### src/clk_cfg_pkg.sv
/*
  Shared constants for the clock ratio select decoder: configuration word
  bit positions, field codes and decoded selection encodings.
  Assumes the configuration word arrives numbered 0 at the most significant
  end, as the loader presents it, and is stable while it is captured.
*/
`default_nettype none
package clk_cfg_pkg;
  localparam int CFG_W = 512;
  // bit positions in msb-first numbering
  localparam int MEM_RANGE_POS = 8;
  localparam int MEM_MULT_POS = 10;
  localparam int MEM_SYNC_POS = 184;
  localparam int MEM_RATE_POS = 232;
  localparam int MEM_SPARE_POS = 234;
  localparam int CORE_CHOICE_POS = 96;
  localparam int LANE_MULT1_POS = 128;
  localparam int LANE_MULT2_POS = 131;
  localparam int LANE_DIV1_POS = 144;
  localparam int LANE_DIV2_POS = 149;
  localparam int PKT_SEL_POS = 160;

  localparam logic [3:0] CHOICE_A_DIV1 = 4'h0;
  localparam logic [3:0] CHOICE_A_DIV2 = 4'h1;
  localparam logic [3:0] CHOICE_B_DIV1 = 4'h4;
  localparam logic [3:0] CHOICE_B_DIV2 = 4'h5;
  localparam logic [4:0] MEM_SYNC_1TO1 = 5'h01;
  localparam logic [4:0] MEM_MULT_RESET = 5'h00;

  typedef enum logic [1:0] {src_a, src_b} pll_src_e;
  // lane multiplier reset: 0 marks "not selected"
  localparam logic [5:0] LANE_MULT_RESET = 6'h00;
endpackage
`default_nettype wire

### src/cfg_fields_if.sv
/*
  Carries the raw configuration fields from the capture stage to the
  decoder inside the clock ratio select decoder.
  Assumes a single clock and that fields only change on a capture.
*/
`default_nettype none
interface cfg_fields_if;
  logic valid;
  logic [3:0] core_pll_choice [4];
  logic [1:0] mem_range;
  logic [4:0] memory_pll_multiplier;
  logic mem_sync;
  logic mem_rate;
  logic memory_spare_bit;
  logic [2:0] lane_pll_multiplier [2];
  logic [4:0] lane_bank1_divider;
  logic lane_bank2_divider;
  logic packet_engine_clock_select;
  modport source (output valid, core_pll_choice, mem_range,
    memory_pll_multiplier, mem_sync, mem_rate, memory_spare_bit,
    lane_pll_multiplier, lane_bank1_divider, lane_bank2_divider,
    packet_engine_clock_select);
  modport sink (input valid, core_pll_choice, mem_range,
    memory_pll_multiplier, mem_sync, mem_rate, memory_spare_bit,
    lane_pll_multiplier, lane_bank1_divider, lane_bank2_divider,
    packet_engine_clock_select);
endinterface
`default_nettype wire

### src/cfg_capture.sv
/*
  Captures the configuration word fields once, on the first load strobe
  after reset, and holds them for the rest of operation.
  Assumes the loader raises load for one cycle with the word stable.
*/
`default_nettype none
module cfg_capture
  import clk_cfg_pkg::*;
(
  // clock and reset
  input wire logic clock,
  input wire logic rstn,
  // configuration word
  input wire logic load,
  input wire logic [0:CFG_W-1] reset_configuration_word,
  // captured fields
  cfg_fields_if.source fields
);
  always_ff @(posedge clock or negedge rstn) begin
    if (!rstn) begin
      fields.valid <= 1'b0;
      for (int i = 0; i < 4; i++) fields.core_pll_choice[i] <= CHOICE_A_DIV1;
      fields.mem_range <= 2'h0;
      fields.memory_pll_multiplier <= MEM_MULT_RESET;
      fields.mem_sync <= 1'b0;
      fields.mem_rate <= 1'b0;
      fields.memory_spare_bit <= 1'b0;
      fields.lane_pll_multiplier[0] <= 3'h0;
      fields.lane_pll_multiplier[1] <= 3'h0;
      fields.lane_bank1_divider <= 5'h00;
      fields.lane_bank2_divider <= 1'b0;
      fields.packet_engine_clock_select <= 1'b0;
    end else if (load && !fields.valid) begin
      fields.valid <= 1'b1;
      for (int i = 0; i < 4; i++)
        fields.core_pll_choice[i] <=
          reset_configuration_word[CORE_CHOICE_POS+4*i +: 4];
      fields.mem_range <= reset_configuration_word[MEM_RANGE_POS +: 2];
      fields.memory_pll_multiplier <=
        reset_configuration_word[MEM_MULT_POS +: 5];
      fields.mem_sync <= reset_configuration_word[MEM_SYNC_POS];
      fields.mem_rate <= reset_configuration_word[MEM_RATE_POS];
      fields.memory_spare_bit <= reset_configuration_word[MEM_SPARE_POS];
      fields.lane_pll_multiplier[0] <=
        reset_configuration_word[LANE_MULT1_POS +: 3];
      fields.lane_pll_multiplier[1] <=
        reset_configuration_word[LANE_MULT2_POS +: 3];
      fields.lane_bank1_divider <=
        reset_configuration_word[LANE_DIV1_POS +: 5];
      fields.lane_bank2_divider <= reset_configuration_word[LANE_DIV2_POS];
      fields.packet_engine_clock_select <=
        reset_configuration_word[PKT_SEL_POS];
    end
  end
endmodule
`default_nettype wire

### src/clock_ratio_select_decoder.sv
/*
  Clock ratio select decoder: turns captured configuration fields into
  cluster PLL, divider, memory PLL, lane PLL and packet engine selections.
  Assumes the configuration loader strobes load once after reset; all
  outputs are registered and static after the decode cycle.
  A reserved code raises its block's error flag and leaves that block on a
  safe selection, so a corrupt word never reaches a PLL as a ratio.
*/
// Function
// - complexes 0,1: 0000 A/1, 0001 A/2, 0100 B/1; others reserved.
// - complexes 2,3: 0000 A/1, 0100 B/1, 0101 B/2; others reserved.
// - each complex decodes its own field independently.
// - memory PLL reference is external clock async, platform clock sync.
// - sync bit 184 is 0 async, 1 sync; selects memory reference.
// - rate bit 232 follows the mode and must agree with bit 184.
// - async multiplier bits 10-14 equal ratio; 5,6,8,9,10,12,13,16,18,20.
// - sync multiplier only 0_0001, memory rate equals platform clock.
// - lane multipliers: bank1 25,40,50; bank2 also 20,24,30.
// - bank1 divider bit per lane pair, 1 halves; end bits unused.
// - bank2 divider single bit for four lanes, 1 halves.
// - packet engine: 0 platform clock/2, 1 cluster PLL B/2.
// - fields sampled once at power-up and held fixed.
`default_nettype none
module clock_ratio_select_decoder
  import clk_cfg_pkg::*;
#(
  parameter int CORES = 4
) (
  // clock and reset
  input wire logic clock,
  input wire logic rstn,
  // configuration word loader
  input wire logic load,
  input wire logic [0:CFG_W-1] reset_configuration_word,
  // core complex selections: 1 = cluster PLL B, divide: 1 = by 2
  output logic [CORES-1:0] core_src_b,
  output logic [CORES-1:0] core_div2,
  // memory PLL
  output logic mem_ref_platform,
  output logic [4:0] mem_ratio,
  output logic mem_high_range,
  // lane PLLs: multiplier factor, 0 when reserved
  output logic [5:0] lane_bank1_factor,
  output logic [5:0] lane_bank2_factor,
  output logic [2:0] lane_pair_div2,
  output logic lane_bank2_div2,
  // packet engine: 1 = cluster PLL B / 2, 0 = platform / 2
  output logic packet_src_b,
  // status
  output logic decode_done,
  output logic core_cfg_error,
  output logic mem_cfg_error,
  output logic lane_cfg_error
);
  cfg_fields_if fields ();

  cfg_capture capture (
    .clock(clock),
    .rstn(rstn),
    .load(load),
    .reset_configuration_word(reset_configuration_word),
    .fields(fields)
  );

  // returns {ok, src_b, div2} for one complex
  function automatic logic [2:0] core_decode(input logic [3:0] code,
                                             input logic upper);
    logic [2:0] r;
    r = 3'h0;
    case (code)
      CHOICE_A_DIV1: r = 3'h4;
      CHOICE_A_DIV2: r = upper ? 3'h0 : 3'h5;
      CHOICE_B_DIV1: r = 3'h6;
      CHOICE_B_DIV2: r = upper ? 3'h7 : 3'h0;
      default: r = 3'h0;
    endcase
    return r;
  endfunction

  // lane multiplier factor, 0 for reserved
  function automatic logic [5:0] lane_factor(input logic [2:0] code,
                                             input logic bank2);
    logic [5:0] f;
    f = 6'h00;
    case (code)
      3'h2: f = 6'h19;
      3'h3: f = 6'h28;
      3'h4: f = 6'h32;
      3'h1: f = bank2 ? 6'h14 : 6'h00;
      3'h5: f = bank2 ? 6'h18 : 6'h00;
      3'h6: f = bank2 ? 6'h1E : 6'h00;
      default: f = 6'h00;
    endcase
    return f;
  endfunction

  function automatic logic async_ratio_ok(input logic [4:0] code);
    case (code)
      5'h05, 5'h06, 5'h08, 5'h09, 5'h0A, 5'h0C, 5'h0D, 5'h10, 5'h12,
      5'h14: return 1'b1;
      default: return 1'b0;
    endcase
  endfunction

  logic decoded;
  logic decode_now;
  logic [2:0] cres [CORES];
  logic next_core_err;
  logic next_mem_err;
  logic mem_ok;
  logic rate_mismatch;
  logic range_bad;
  logic [5:0] next_bank1_factor;
  logic [5:0] next_bank2_factor;

  always_comb begin
    next_core_err = 1'b0;
    for (int i = 0; i < CORES; i++) begin
      // each complex uses only its own field; 2 and up use the B table
      cres[i] = core_decode(fields.core_pll_choice[i], i >= 2);
      if (!cres[i][2]) next_core_err = 1'b1;
    end
  end

  always_comb begin
    if (fields.mem_sync)
      mem_ok = fields.memory_pll_multiplier == MEM_SYNC_1TO1;
    else
      mem_ok = async_ratio_ok(fields.memory_pll_multiplier);
    rate_mismatch = fields.mem_rate != fields.mem_sync;
    // only 00 and 01 are legal range codes, so the upper bit must stay clear
    range_bad = fields.mem_range[1];
    next_mem_err = !mem_ok || rate_mismatch || range_bad
      || fields.memory_spare_bit;
  end

  // one decode per bank, shared by the factor outputs and the error flag
  always_comb begin
    next_bank1_factor = lane_factor(fields.lane_pll_multiplier[0], 1'b0);
    next_bank2_factor = lane_factor(fields.lane_pll_multiplier[1], 1'b1);
  end

  // decode exactly once, the cycle after capture; outputs then hold
  always_ff @(posedge clock or negedge rstn) begin
    if (!rstn) decoded <= 1'b0;
    else if (fields.valid) decoded <= 1'b1;
  end

  // the single decode cycle: fields captured, outputs not yet written
  assign decode_now = fields.valid && !decoded;

  // core complexes; reserved codes fall back to cluster A / 1, a
  // pairing every complex accepts, rather than passing an unknown ratio on
  always_ff @(posedge clock or negedge rstn) begin
    if (!rstn) begin
      core_src_b <= '0;
      core_div2 <= '0;
      core_cfg_error <= 1'b0;
    end else if (decode_now) begin
      for (int i = 0; i < CORES; i++) begin
        core_src_b[i] <= cres[i][1];
        core_div2[i] <= cres[i][0];
      end
      core_cfg_error <= next_core_err;
    end
  end

  // memory PLL; on error the ratio output is held at 0 (PLL not started)
  always_ff @(posedge clock or negedge rstn) begin
    if (!rstn) begin
      mem_ref_platform <= 1'b0;
      mem_ratio <= MEM_MULT_RESET;
      mem_high_range <= 1'b0;
      mem_cfg_error <= 1'b0;
    end else if (decode_now) begin
      mem_ref_platform <= fields.mem_sync;
      mem_ratio <= next_mem_err ? MEM_MULT_RESET
                                : fields.memory_pll_multiplier;
      mem_high_range <= fields.mem_range[0];
      mem_cfg_error <= next_mem_err;
    end
  end

  // lane PLLs and dividers; end bits of bank1 divider are ignored
  always_ff @(posedge clock or negedge rstn) begin
    if (!rstn) begin
      lane_bank1_factor <= LANE_MULT_RESET;
      lane_bank2_factor <= LANE_MULT_RESET;
      lane_pair_div2 <= 3'h0;
      lane_bank2_div2 <= 1'b0;
      lane_cfg_error <= 1'b0;
    end else if (decode_now) begin
      lane_bank1_factor <= next_bank1_factor;
      lane_bank2_factor <= next_bank2_factor;
      lane_pair_div2 <= fields.lane_bank1_divider[3:1];
      lane_bank2_div2 <= fields.lane_bank2_divider;
      lane_cfg_error <= next_bank1_factor == LANE_MULT_RESET ||
        next_bank2_factor == LANE_MULT_RESET;
    end
  end

  // packet engine select
  always_ff @(posedge clock or negedge rstn) begin
    if (!rstn) begin
      packet_src_b <= 1'b0;
    end else if (decode_now) begin
      packet_src_b <= fields.packet_engine_clock_select;
    end
  end

  // completion flag rises in the same cycle as the selections it announces
  always_ff @(posedge clock or negedge rstn) begin
    if (!rstn) begin
      decode_done <= 1'b0;
    end else if (decode_now) begin
      decode_done <= 1'b1;
    end
  end
endmodule
`default_nettype wire

### config.mk
export PLATFORM = sky130hd
export DESIGN_NAME = clock_ratio_select_decoder
export DESIGN_NICKNAME = d
export VERILOG_FILES = /design/src/clk_cfg_pkg.sv /design/src/cfg_fields_if.sv /design/src/cfg_capture.sv /design/src/clock_ratio_select_decoder.sv
export SDC_FILE = /design/constraint.sdc
export NUM_CORES = 1
export LEC_CHECK = 0
export CAP_MARGIN = 20
export CELL_PAD_IN_SITES_DETAIL_PLACEMENT = 2
export CELL_PAD_IN_SITES_GLOBAL_PLACEMENT = 2
export CORE_AREA = 2 2 213 215
export CTS_CLUSTER_DIAMETER = 40
export DETAILED_ROUTE_END_ITERATION = 8
export DIE_AREA = 0 0 215 217
export DONT_BUFFER_PORTS = 1
export PLACE_DENSITY = 0.39
export SLEW_MARGIN = 10
export SYNTH_ARGS = -nofsm -noshare
export SYNTH_HDL_FRONTEND = slang
export SYNTH_SLANG_ARGS = --single-unit
### constraint.sdc
create_clock -name clock -period 3.35 [get_ports clock]
set_clock_uncertainty 0.05 [all_clocks]
set_input_delay 0.67 -clock clock [delete_from_list [all_inputs] [get_ports clock]]
set_output_delay 0.67 -clock clock [all_outputs]
set_load 0.005 [all_outputs]
==> results.md, run 1 <==
- EDFF count, synth: 0
- Final Setup Violations: 0
- F_max: 0.516 GHz
- Share of cells above drive strength 1: 0.138
- Reg clk slew, reported paths: 0.07 ns
- Detailed Route WL: approximately 10,000 um
- Skew-Pair Late Insertion Delay: 0.36 ns
- H-tree Lvls: 3
- Net Sw Power: 0.630 mW
- GPL Wtd Cong: 0.593
- Antenna Nets Post-Route: 0
- Clock group share of total power: 0.437
- Ys flop type: dfrtp_1
- Synth warn: 0
- Initial antenna violation count: 2
- Resized cells post-CTS: 0
- Hold buffers post-CTS: 1
- Filler instances: 5,266
- Effective utilization at floorplan: 0.0688
- # port buffers: 0
- Via count: about 1,900
- DR DRC count: 0
- Vias in the first global route: 2,147
- TritonCTS Buffers: 9
- DPL Wire Length: between 7000 and 8000 um
- P_int: roughly 1.6 mW
- Initial drt markers: between 50 and 60
- FFs w/ async S/R, synth: 1.00
- Max Root-Sink Buffers: 2
- Congestion Overflow GR: 0
- Largest net degree at the start of global routing: 75
- Sequential Power Share: 0.490
- Gr usage total: 0.0476
- Root Driver: clkbuf_16
- Most common cell after layout, fill and taps aside: dfrtp_1
- Most frequent cells in the layout: dfrtp_1, mux2_1, nand2_1
- Setup tns final: 0 ns
- Fin nets: 766
- Drt pass-1 iters: 3
- Syn Area/Cell: 12.4 um^2
- Max FO, Critical Path: 5
- Area delta synth->final: 34.3%
- Clk sinks: 74
- Setup crit end kind: flip-flop
- Final Hold Fails: 0
- First-pass GRT wire length: 15,300 um
- FF+latch count, synth: 74
- Slew @ Worst Pin: 0.694 ns
- Hold slack: approximately 0.16 ns
- Die width: 215 um
- # IOs: 551
- Syn Inst Count: 247
- Setup repair bufs after CTS: 0
- Unique masters post-synth: 41
- Fin crit share: 0.579
- # rows: 78
- Placeable Area: 0.0447 mm^2
- Rel. slew slack: 0.526
- Avg Vias per Cell: 2.24
- Period minus WS final: 1.94 ns
- Mapped Area: 0.00307 mm^2
- Run status: complete, no violations
- Crit path DAT: 2.18 ns
- CTS tree: done
- Sequential area share after synthesis: 0.602
- CP Launch Type: flip-flop
- Tightest Hold Check Type: in2async
- RSZ-0062 raised after global routing: no
- P per Cell Area: 533 mW/mm^2
- Max-cap violations: 0
- Die area: 0.0467 mm^2
- WS Path Type: reg2reg
- N_diodes: 0
- Sw Ratio: 0.286
- Combinational power share: 0.073
- Die H: 217 um
- Slew Viols, Final: 0
- Maximum VDD drop: 0.152 mV
- Leakage power: 1.56 nW
- Syn Nets: 765
- Worst path required time: 3.59 ns
- Routed WL per cell: 12.0 um
==> worst paths after layout <==
kind | depth (start not counted) | end | startpoint | slack [ns]
setup / recovery | 4 | mem_ratio[0]$_DFFE_PN0P_ | capture.fields.valid$_DFFE_PN0P_ | 1.41
hold / removal | 1 | core_src_b[1]$_DFFE_PN0P_ | rstn | 0.16
setup reg to reg | 4 | mem_ratio[0]$_DFFE_PN0P_ | capture.fields.valid$_DFFE_PN0P_ | 1.41
hold reg to reg | 1 | lane_bank1_factor[4]$_DFFE_PN0P_ | capture.fields.lane_pll_multiplier[3]$_DFFE_PN0P_ | 0.43
max in group asynchronous | 1 | packet_src_b$_DFFE_PN0P_ | rstn | 2.77
min in group clock | 1 | capture.fields.valid$_DFFE_PN0P_ | load | 0.37
==> power groups by stage <==
stage | sequential (mW) | combinational (mW) | clock (mW)
after global placement | 1.10 | 0.142 | 0
after global routing | 1.10 | 0.189 | 1.07
after CTS | 1.08 | 0.170 | 1.04
after detailed placement | 1.10 | 0.146 | 0
after floorplan | 1.05 | 0.116 | 0
final | 1.08 | 0.161 | 0.962
==> flip-flops by register name (all words and copies together), names as in the netlist, 4 cells and up <==
register                              cells
mem_ratio                                 5
core_div2                                 4
capture.fields.core_pll_choice           16
capture.fields.memory_pll_multiplier      5
core_src_b                                4
lane_bank2_factor                         6
lane_bank1_factor                         5
capture.fields.lane_pll_multiplier        6
==> logic make-up (layout without fill, tap and decap cells) <==
| logic type | Yosys count | after routing | share of synthesized area |
|---|---|---|---|
| flops | 74 | 74 | 0.602 |
| simple gates | 63 | 63 | 0.109 |
| mux | 42 | 42 | 0.153 |
| compound gates | 41 | 41 | 0.0879 |
| buf+inv | 21 | 27 | 0.0289 |
| fa+ha+maj | 3 | 3 | 0.0122 |
| xor+xnor | 2 | 2 | 0.00570 |
| other cells | 1 | 1 | 0.00122 |
==> Yosys cell counts, drive strengths merged, types with 4 or more instances <==
cell    instances  area, um^2
nor2            6        22.5
buf             9        43.8
nand2b          5        31.3
nand2          30         113
clkbuf          4        15.0
mux2           40         450
or4b            4        40.0
inv             8        30.0
dfrtp          74        1850
o21ai          24         120
==> metrics by stage <==
step           instances    util  setup slack (ns)  total power [mW]  instance area, um^2
2_1_floorplan        247       -              1.58              1.17                 3070
3_3_place_gp         836  0.0854              1.40              1.24                 3820
3_5_place_dp         836  0.0854              1.27              1.25                 3820
4_1_cts              853  0.0924              1.25              2.29                 4130
5_1_grt              853  0.0924              1.17              2.35                 4130
6_report             853  0.0924              1.41              2.20                 4130
==> area by class of cell <==
type                            instances  area [um^2]  area share
Tap cell                              600          751       0.182
Timing Repair Buffer                    3         67.6      0.0164
Clock inverter                          7         60.1      0.0145
Sequential cell                        74         1850       0.448
Inverter                                8         30.0     0.00727
Multi-Input combinational cell        152         1140       0.277
Clock buffer                            9          225      0.0545
==> critical path: stages, from the launching register on <==
cell	delay [ns]
dfrtp_1	0.46
nor4b_2	0.46
nor3b_2	0.40
o31a_1	0.31
a221o_1	0.18
==> metal layers <==
metal	vias up	global-route usage	share of wire
met5	-	0	0.0029
met4	4	0.0290	0.028
met2	45	0.0721	0.46
met3	17	0.0264	0.085
li1	870	-	-
met1	972	0.0522	0.42
Power figures use the tool's default switching activity.
==> run 2, diff against run 1 <==
Settings changed: CORE_AREA 2 2 213 215 to 2 2 214 216, DIE_AREA 0 0 215 217 to 0 0 216 218, PLACE_DENSITY 0.39 to 0.38.
Clock period 3.35 ns to 1.9 ns, I/O delays scaled along.
==> run 2 against run 1 <==
  * The flow now finishes with violations (negative hold slack)
  * Routed wire length grew 4.3%
  * First-iteration DRC count is 7.4% higher
  * Hold slack lost 0.51 ns
  * Register-to-register slack worse by 1.3 ns
  * Design area rose by 1.9%
  * Critical path depth is 2 higher
  * Sequential share of layout area is 0.85 points lower
  * Via count rose by 4.1%
  * Cell count is 1.2% higher
  * Sequential power is 76% higher
  * Setup slack worse by 1.3 ns
  * Highest routed layer unchanged
==> results.md, run 2 (same netlist as run 1, synthesis figures left out) <==
- Run status: finished, violations left
- Failing checks: negative hold slack
- Overall Power: 3.93 mW
- DR DRC count: 0
- Max reg flops: 16
- Antenna Nets Post-Route: 0
- Critical R2R Launch: capture.fields.memory_pll_multiplier[1]$_DFFE_PN0P_
- Fin cells: 863
- DPL Wire Length: 7910 um
- TritonCTS Buffers: 9
- Routed WL per cell: 12.3 um
- Clock group share of total power: 0.446
- Final Setup Violations: 0
- Setup WS post-layout: 0.110 ns
- Initial antenna violation count: 1
- Max FO, Critical Path: 4
- Critical Path Max Stage Delay: 0.40 ns
- Largest regs: capture.fields.core_pll_choice x16, capture.fields.lane_pll_multiplier x6, lane_bank2_factor x6
- Slowest CP cell: dfrtp_1
- Clk sinks: 74
- Net Sw Power: roughly 1.1 mW
- Combinational power share: 0.071
- Tightest Hold Check Type: in2async
- Avg Vias per Cell: ~2.3
- Period minus WS final: about 1.8 ns
- Core Util, Final: 0.0938
- Most frequent cells in the layout: dfrtp_1, mux2_1, nand2_1
- # port buffers: 0
- Die H: 218 um
- # IOs: 551
- CP Launch Type: flip-flop
- Maximum VDD drop: 0.286 mV
- P per Cell Area: ~930 mW/mm^2
- Worst path required time: between 2 and 2.5 ns
- R2r worst-path depth: 6
- Slew Viols, Final: 0
- Vias in the first global route: between 2,000 and 2,500
- R2R Path End: mem_ratio[0]$_DFFE_PN0P_
- Gr usage total: 0.0492
- Share of cells above drive strength 1: 0.171
- Placeable Area: 0.0449 mm^2
- P_int: 2.79 mW
- Hold slack: -0.357 ns
- WS Path Type: reg2reg
- Crit path DAT: approximately 2.0 ns
- Worst reg2reg setup slack: 0.11 ns
- F_max: 0.559 GHz
- # rows: 78
- GPL Wtd Cong: 0.625
- Area delta synth->final: 36.9%
- Fin crit share: 0.942
- Sequential Power Share: 0.483
- Skew-Pair Late Insertion Delay: 0.37 ns
- Initial drt markers: 58
- Die width: 216 um
- Setup crit end kind: flip-flop
- Setup tns final: 0 ns
- Max-cap violations: 0
- Design area: roughly 0.0042 mm^2
- Most common cell after layout, fill and taps aside: dfrtp_1
- Critical Path, Cell by Cell: inv_1, ha_1, nor2_1, a2111oi_1, o31a_1, a221o_1
- Fin nets: slightly below 800
- Detailed Route WL: ~11,000 um
- Final Hold Fails: 74
- H-tree Lvls: 3
- Largest net degree at the start of global routing: 75
- Drt pass-1 iters: 4
- Leakage power: between 1.5 and 2 nW
- Max Root-Sink Buffers: 2
- Pre-CTS setup slack: 0.0339 ns
- RSZ-0062 raised after global routing: no
- Effective utilization at floorplan: 0.0685
- Post-DP Area: 0.00388 mm^2
- Root Driver: clkbuf_16
- Sw Ratio: 0.291
- Via count: 1,986
- N_diodes: 0
- Reg clk slew, reported paths: 0.07 ns
- CTS tree: done
- Reg with most FFs: capture.fields.core_pll_choice
- Die area: 0.0471 mm^2
- Congestion Overflow GR: 0
- First-pass GRT wire length: ~16,000 um
- # placed instances: between 800 and 900
## run 2: cell count changes in the layout (fill, tap and decap cells not counted), sizes merged
cell      before  now
clkinv         1    3
clkinvlp       3    1
buf            3   13
## run 2: layer usage
layer / up-vias / global-route usage / wire, um
met4: 2 / 0.0397 / 403
met1: 1030 / 0.0525 / 4320
met2: 50 / 0.0751 / 5110
met3: 14 / 0.0226 / 812
li1: 890 / - / -
met5: - / 0 / 8
## run 2: worst max path at each step
| stage | depth (start not counted) | to | slack, ns | start |
|---|---|---|---|---|
| after floorplan | 6 | mem_ratio[0]$_DFFE_PN0P_ | 0.23 | capture.fields.memory_pll_multiplier[0]$_DFFE_PN0P_ |
| after global placement | 5 | mem_ratio[0]$_DFFE_PN0P_ | 0.02 | capture.fields.mem_range[1]$_DFFE_PN0P_ |
| after detailed placement | 6 | mem_ratio[0]$_DFFE_PN0P_ | 0.03 | capture.fields.memory_pll_multiplier[1]$_DFFE_PN0P_ |
| after CTS | 5 | mem_ratio[0]$_DFFE_PN0P_ | 0.003 | capture.fields.mem_range[1]$_DFFE_PN0P_ |
| after global routing | 5 | mem_ratio[0]$_DFFE_PN0P_ | 0.01 | capture.fields.mem_range[1]$_DFFE_PN0P_ |
| final | 6 | mem_ratio[0]$_DFFE_PN0P_ | 0.11 | capture.fields.memory_pll_multiplier[1]$_DFFE_PN0P_ |
## run 2: power by group through the flow
stage / combinational, mW / clock [mW] / sequential (mW)
floorplan: 0.204 / 0 / 1.85
global placement: 0.260 / 0 / 1.93
detailed placement: 0.271 / 0 / 1.94
CTS: 0.273 / 1.86 / 1.91
global route: 0.323 / 1.91 / 1.93
finish: 0.279 / 1.75 / 1.90
## run 2: layout make-up
cell class / count / area (um^2)
flip-flops and latches: 74 / 1850
clock buffers: 9 / 225
clock inverters: 7 / 62.6
repair buffers: 13 / 123
fillers: 5247 / 40700
well taps: 600 / 751
multi-input cells: 152 / 1170
inverters: 8 / 30.0
## run 2: repair_timing
action / 4_1_cts / 5_1_grt
pin swaps: 0 / 1
hold endpoints to repair: 74 / 74
endpoints found under the setup margin: 1 / 4
gates resized for setup: 1 / 2
cloned: 0 / 0
buffers inserted: 0 / 2
## run 2: worst max-delay path: cells and delay by family (launching register included)
| family | cells | cell delay [ns] |
|---|---|---|
| AOI/OAI and AO/OA | 3 | 0.71 |
| DFF | 1 | 0.40 |
| adders and majority gates | 1 | 0.25 |
| buffers and inverters | 1 | 0.14 |
| and+or+nand+nor | 1 | 0.13 |
==> run 3, diff against run 2 <==
==> constraint.sdc (replaced) <==
create_clock -name clock -period 1.9 [get_ports clock]
set_clock_uncertainty 0.05 [all_clocks]
set_input_delay 0.095 -clock clock [delete_from_list [all_inputs] [get_ports clock]]
set_output_delay 0.095 -clock clock [all_outputs]
set_load 0.005 [all_outputs]
==> run 3 against run 2 <==
  * The flow now finishes without violations
  * Cell count rose by 4.6%
  * Global-route usage rose by 0.12 points
  * Routed wire length rose by 3.0%
  * Count of clock-buffer cells in the layout did not move
  * Sequential power barely moved
  * Design area rose by 9.9%
  * First-iteration DRC count rose by 6.9%
  * Combinational power rose by 39%
  * Hold slack improved by 0.55 ns
  * Flip-flop and latch count did not move
  * Core utilization rose by 0.93 points
  * Sequential share of layout area fell by 4.0 points
  * Highest routed layer unchanged
==> results.md, run 3 (same netlist as run 1, synthesis figures left out) <==
- Run status: complete, no violations
- Placeable Area: between 0.04 and 0.05 mm^2
- Fin nets: 816
- Hold slack: around 0.19 ns
- Effective utilization at floorplan: 0.0685
- Net Sw Power: 1.20 mW
- Final Setup Violations: 0
- CP top delay family: compound AO/OA/AOI/OAI gates
- Sequential Power Share: 0.470
- Crit path DAT: around 2.0 ns
- Vias in the first global route: between 2,000 and 2,500
- Leakage power: roughly 1.8 nW
- Slew Viols, Final: 0
- CTS tree: done
- Critical Path, Cell by Cell: inv_1, ha_1, nor2_1, a2111oi_1, o31a_1, a221o_1
- Share of cells above drive strength 1: 0.152
- Critical Path Max Stage Delay: roughly 0.40 ns
- Setup crit end kind: flip-flop
- GPL Wtd Cong: 0.625
- Routed WL per cell: 12.2 um
- Max FO, Critical Path: 4
- Max reg flops: 16
- Largest net degree at the start of global routing: between 70 and 80
- Skew-Pair Late Insertion Delay: 0.37 ns
- CP Launch Type: flip-flop
- Max-cap violations: 0
- Reg with most FFs: capture.fields.core_pll_choice
- # port buffers: 0
- Detailed Route WL: 11,000 um
- Avg Vias per Cell: 2.38
- Worst path required time: 2.10 ns
- Most common cell after layout, fill and taps aside: dfrtp_1
- Sw Ratio: 0.296
- Die H: 218 um
- First-pass GRT wire length: ~16,000 um
- Tightest Hold Check Type: in2reg
- Initial drt markers: 62
- Slowest CP cell: dfrtp_1
- DR DRC count: 0
- Drt pass-1 iters: 4
- Reg clk slew, reported paths: about 0.07 ns
- Congestion Overflow GR: 0
- Via count: 2,150
- Fin crit share: 0.943
- Area delta synth->final: 50.5%
- DPL Wire Length: 7910 um
- Setup WS post-layout: 0.109 ns
- Antenna Nets Post-Route: 0
- Die width: 216 um
- Die area: 0.0471 mm^2
- P per Cell Area: 874 mW/mm^2
- Most frequent cells in the layout: dfrtp_1, dlygate4sd3_1, mux2_1
- Largest regs: capture.fields.core_pll_choice x16, capture.fields.lane_pll_multiplier x6, lane_bank2_factor x6
- Gr usage total: 0.0504
- Maximum VDD drop: 0.293 mV
- Final Hold Fails: 0
- # IOs: roughly 550
- Crit path buffers/inverters: 1
- # rows: between 70 and 80
- RSZ-0062 raised after global routing: no
- Combinational power share: 0.096
- Clk sinks: 74
- P_int: 2.85 mW
- H-tree Lvls: 3
- Pre-CTS setup slack: 0.0339 ns
- TritonCTS Buffers: 9
- Period minus WS final: 1.79 ns
- Clock group share of total power: 0.434
- Setup tns final: 0 ns
- Max Root-Sink Buffers: 2
- N_diodes: 0
- F_max: 0.558 GHz
- WS Path Type: reg2reg
- Initial antenna violation count: 1
- Root Driver: clkbuf_16
## run 3: changes by cell type in the layout (fill, tap and decap cells not counted), sizes merged
| cell | change |
|---|---|
| buf | +1 |
| dlygate4sd3 | +39 |
## run 3: routing by layer
layer | wire (um) | share of wire | up-vias | track usage
li1 | - | - | 970 | -
met1 | 4560 | 0.42 | 1114 | 0.0552
met2 | 5240 | 0.48 | 50 | 0.0774
met3 | 750 | 0.068 | 14 | 0.0209
met4 | 405 | 0.037 | 2 | 0.0397
met5 | 12 | 0.0011 | - | 0
## run 3: worst register-to-register path: stages (launching register included)
cell and delay (ns):
dfrtp_1 0.40, inv_1 0.14, ha_1 0.25, nor2_1 0.13, a2111oi_1 0.08, o31a_1 0.31
a221o_1 0.32
## run 3: cell type report
type	instances	area, um^2
clock buffers	9	225
clock inverters	7	62.6
fillers	5237	40300
inverters	8	30.0
multi-input cells	152	1170
flip-flops and latches	74	1850
well taps	600	751
repair buffers	53	541
## run 3: final timing paths
check | from | end | slack, ns | cells after the start
worst min-delay path | load | capture.fields.memory_pll_multiplier[1]$_DFFE_PN0P_ | 0.19 | 3
worst max-delay path | capture.fields.memory_pll_multiplier[1]$_DFFE_PN0P_ | mem_ratio[0]$_DFFE_PN0P_ | 0.11 | 6
max in group asynchronous | rstn | lane_pair_div2[1]$_DFFE_PN0P_ | 1.21 | 2
worst max register to register | capture.fields.memory_pll_multiplier[1]$_DFFE_PN0P_ | mem_ratio[0]$_DFFE_PN0P_ | 0.11 | 6
worst min register to register | capture.fields.lane_bank2_divider$_DFFE_PN0P_ | capture.fields.lane_bank2_divider$_DFFE_PN0P_ | 0.43 | 1
min in group asynchronous | rstn | capture.fields.core_pll_choice[7]$_DFFE_PN0P_ | 0.24 | 2
## run 3: repair_timing
action | in CTS | in global routing
gates resized for setup | 1 | 2
hold buffers | 40 | 0
endpoints found under the hold margin | 112 | 0
pin swaps | 0 | 1
setup buffers | 0 | 2
endpoints found under the setup margin | 1 | 4
## run 3: stage by stage
step                      utilization  cells  total power [mW]  cell area (um^2)
after detailed placement       0.0865    845              2.21              3880
final                           0.103    903              4.04              4630
after CTS                       0.102    901              4.15              4590
after floorplan                     -    247              2.06              3070
after global routing            0.103    903              4.30              4630
after global placement         0.0865    845              2.19              3880
## run 3: power by group through the flow
stage,registers [mW],clock network [mW],logic (mW)
global route,1.93,1.92,0.444
floorplan,1.85,0,0.204
detailed placement,1.94,0,0.271
finish,1.90,1.76,0.387
CTS,1.91,1.86,0.385
global placement,1.93,0,0.260
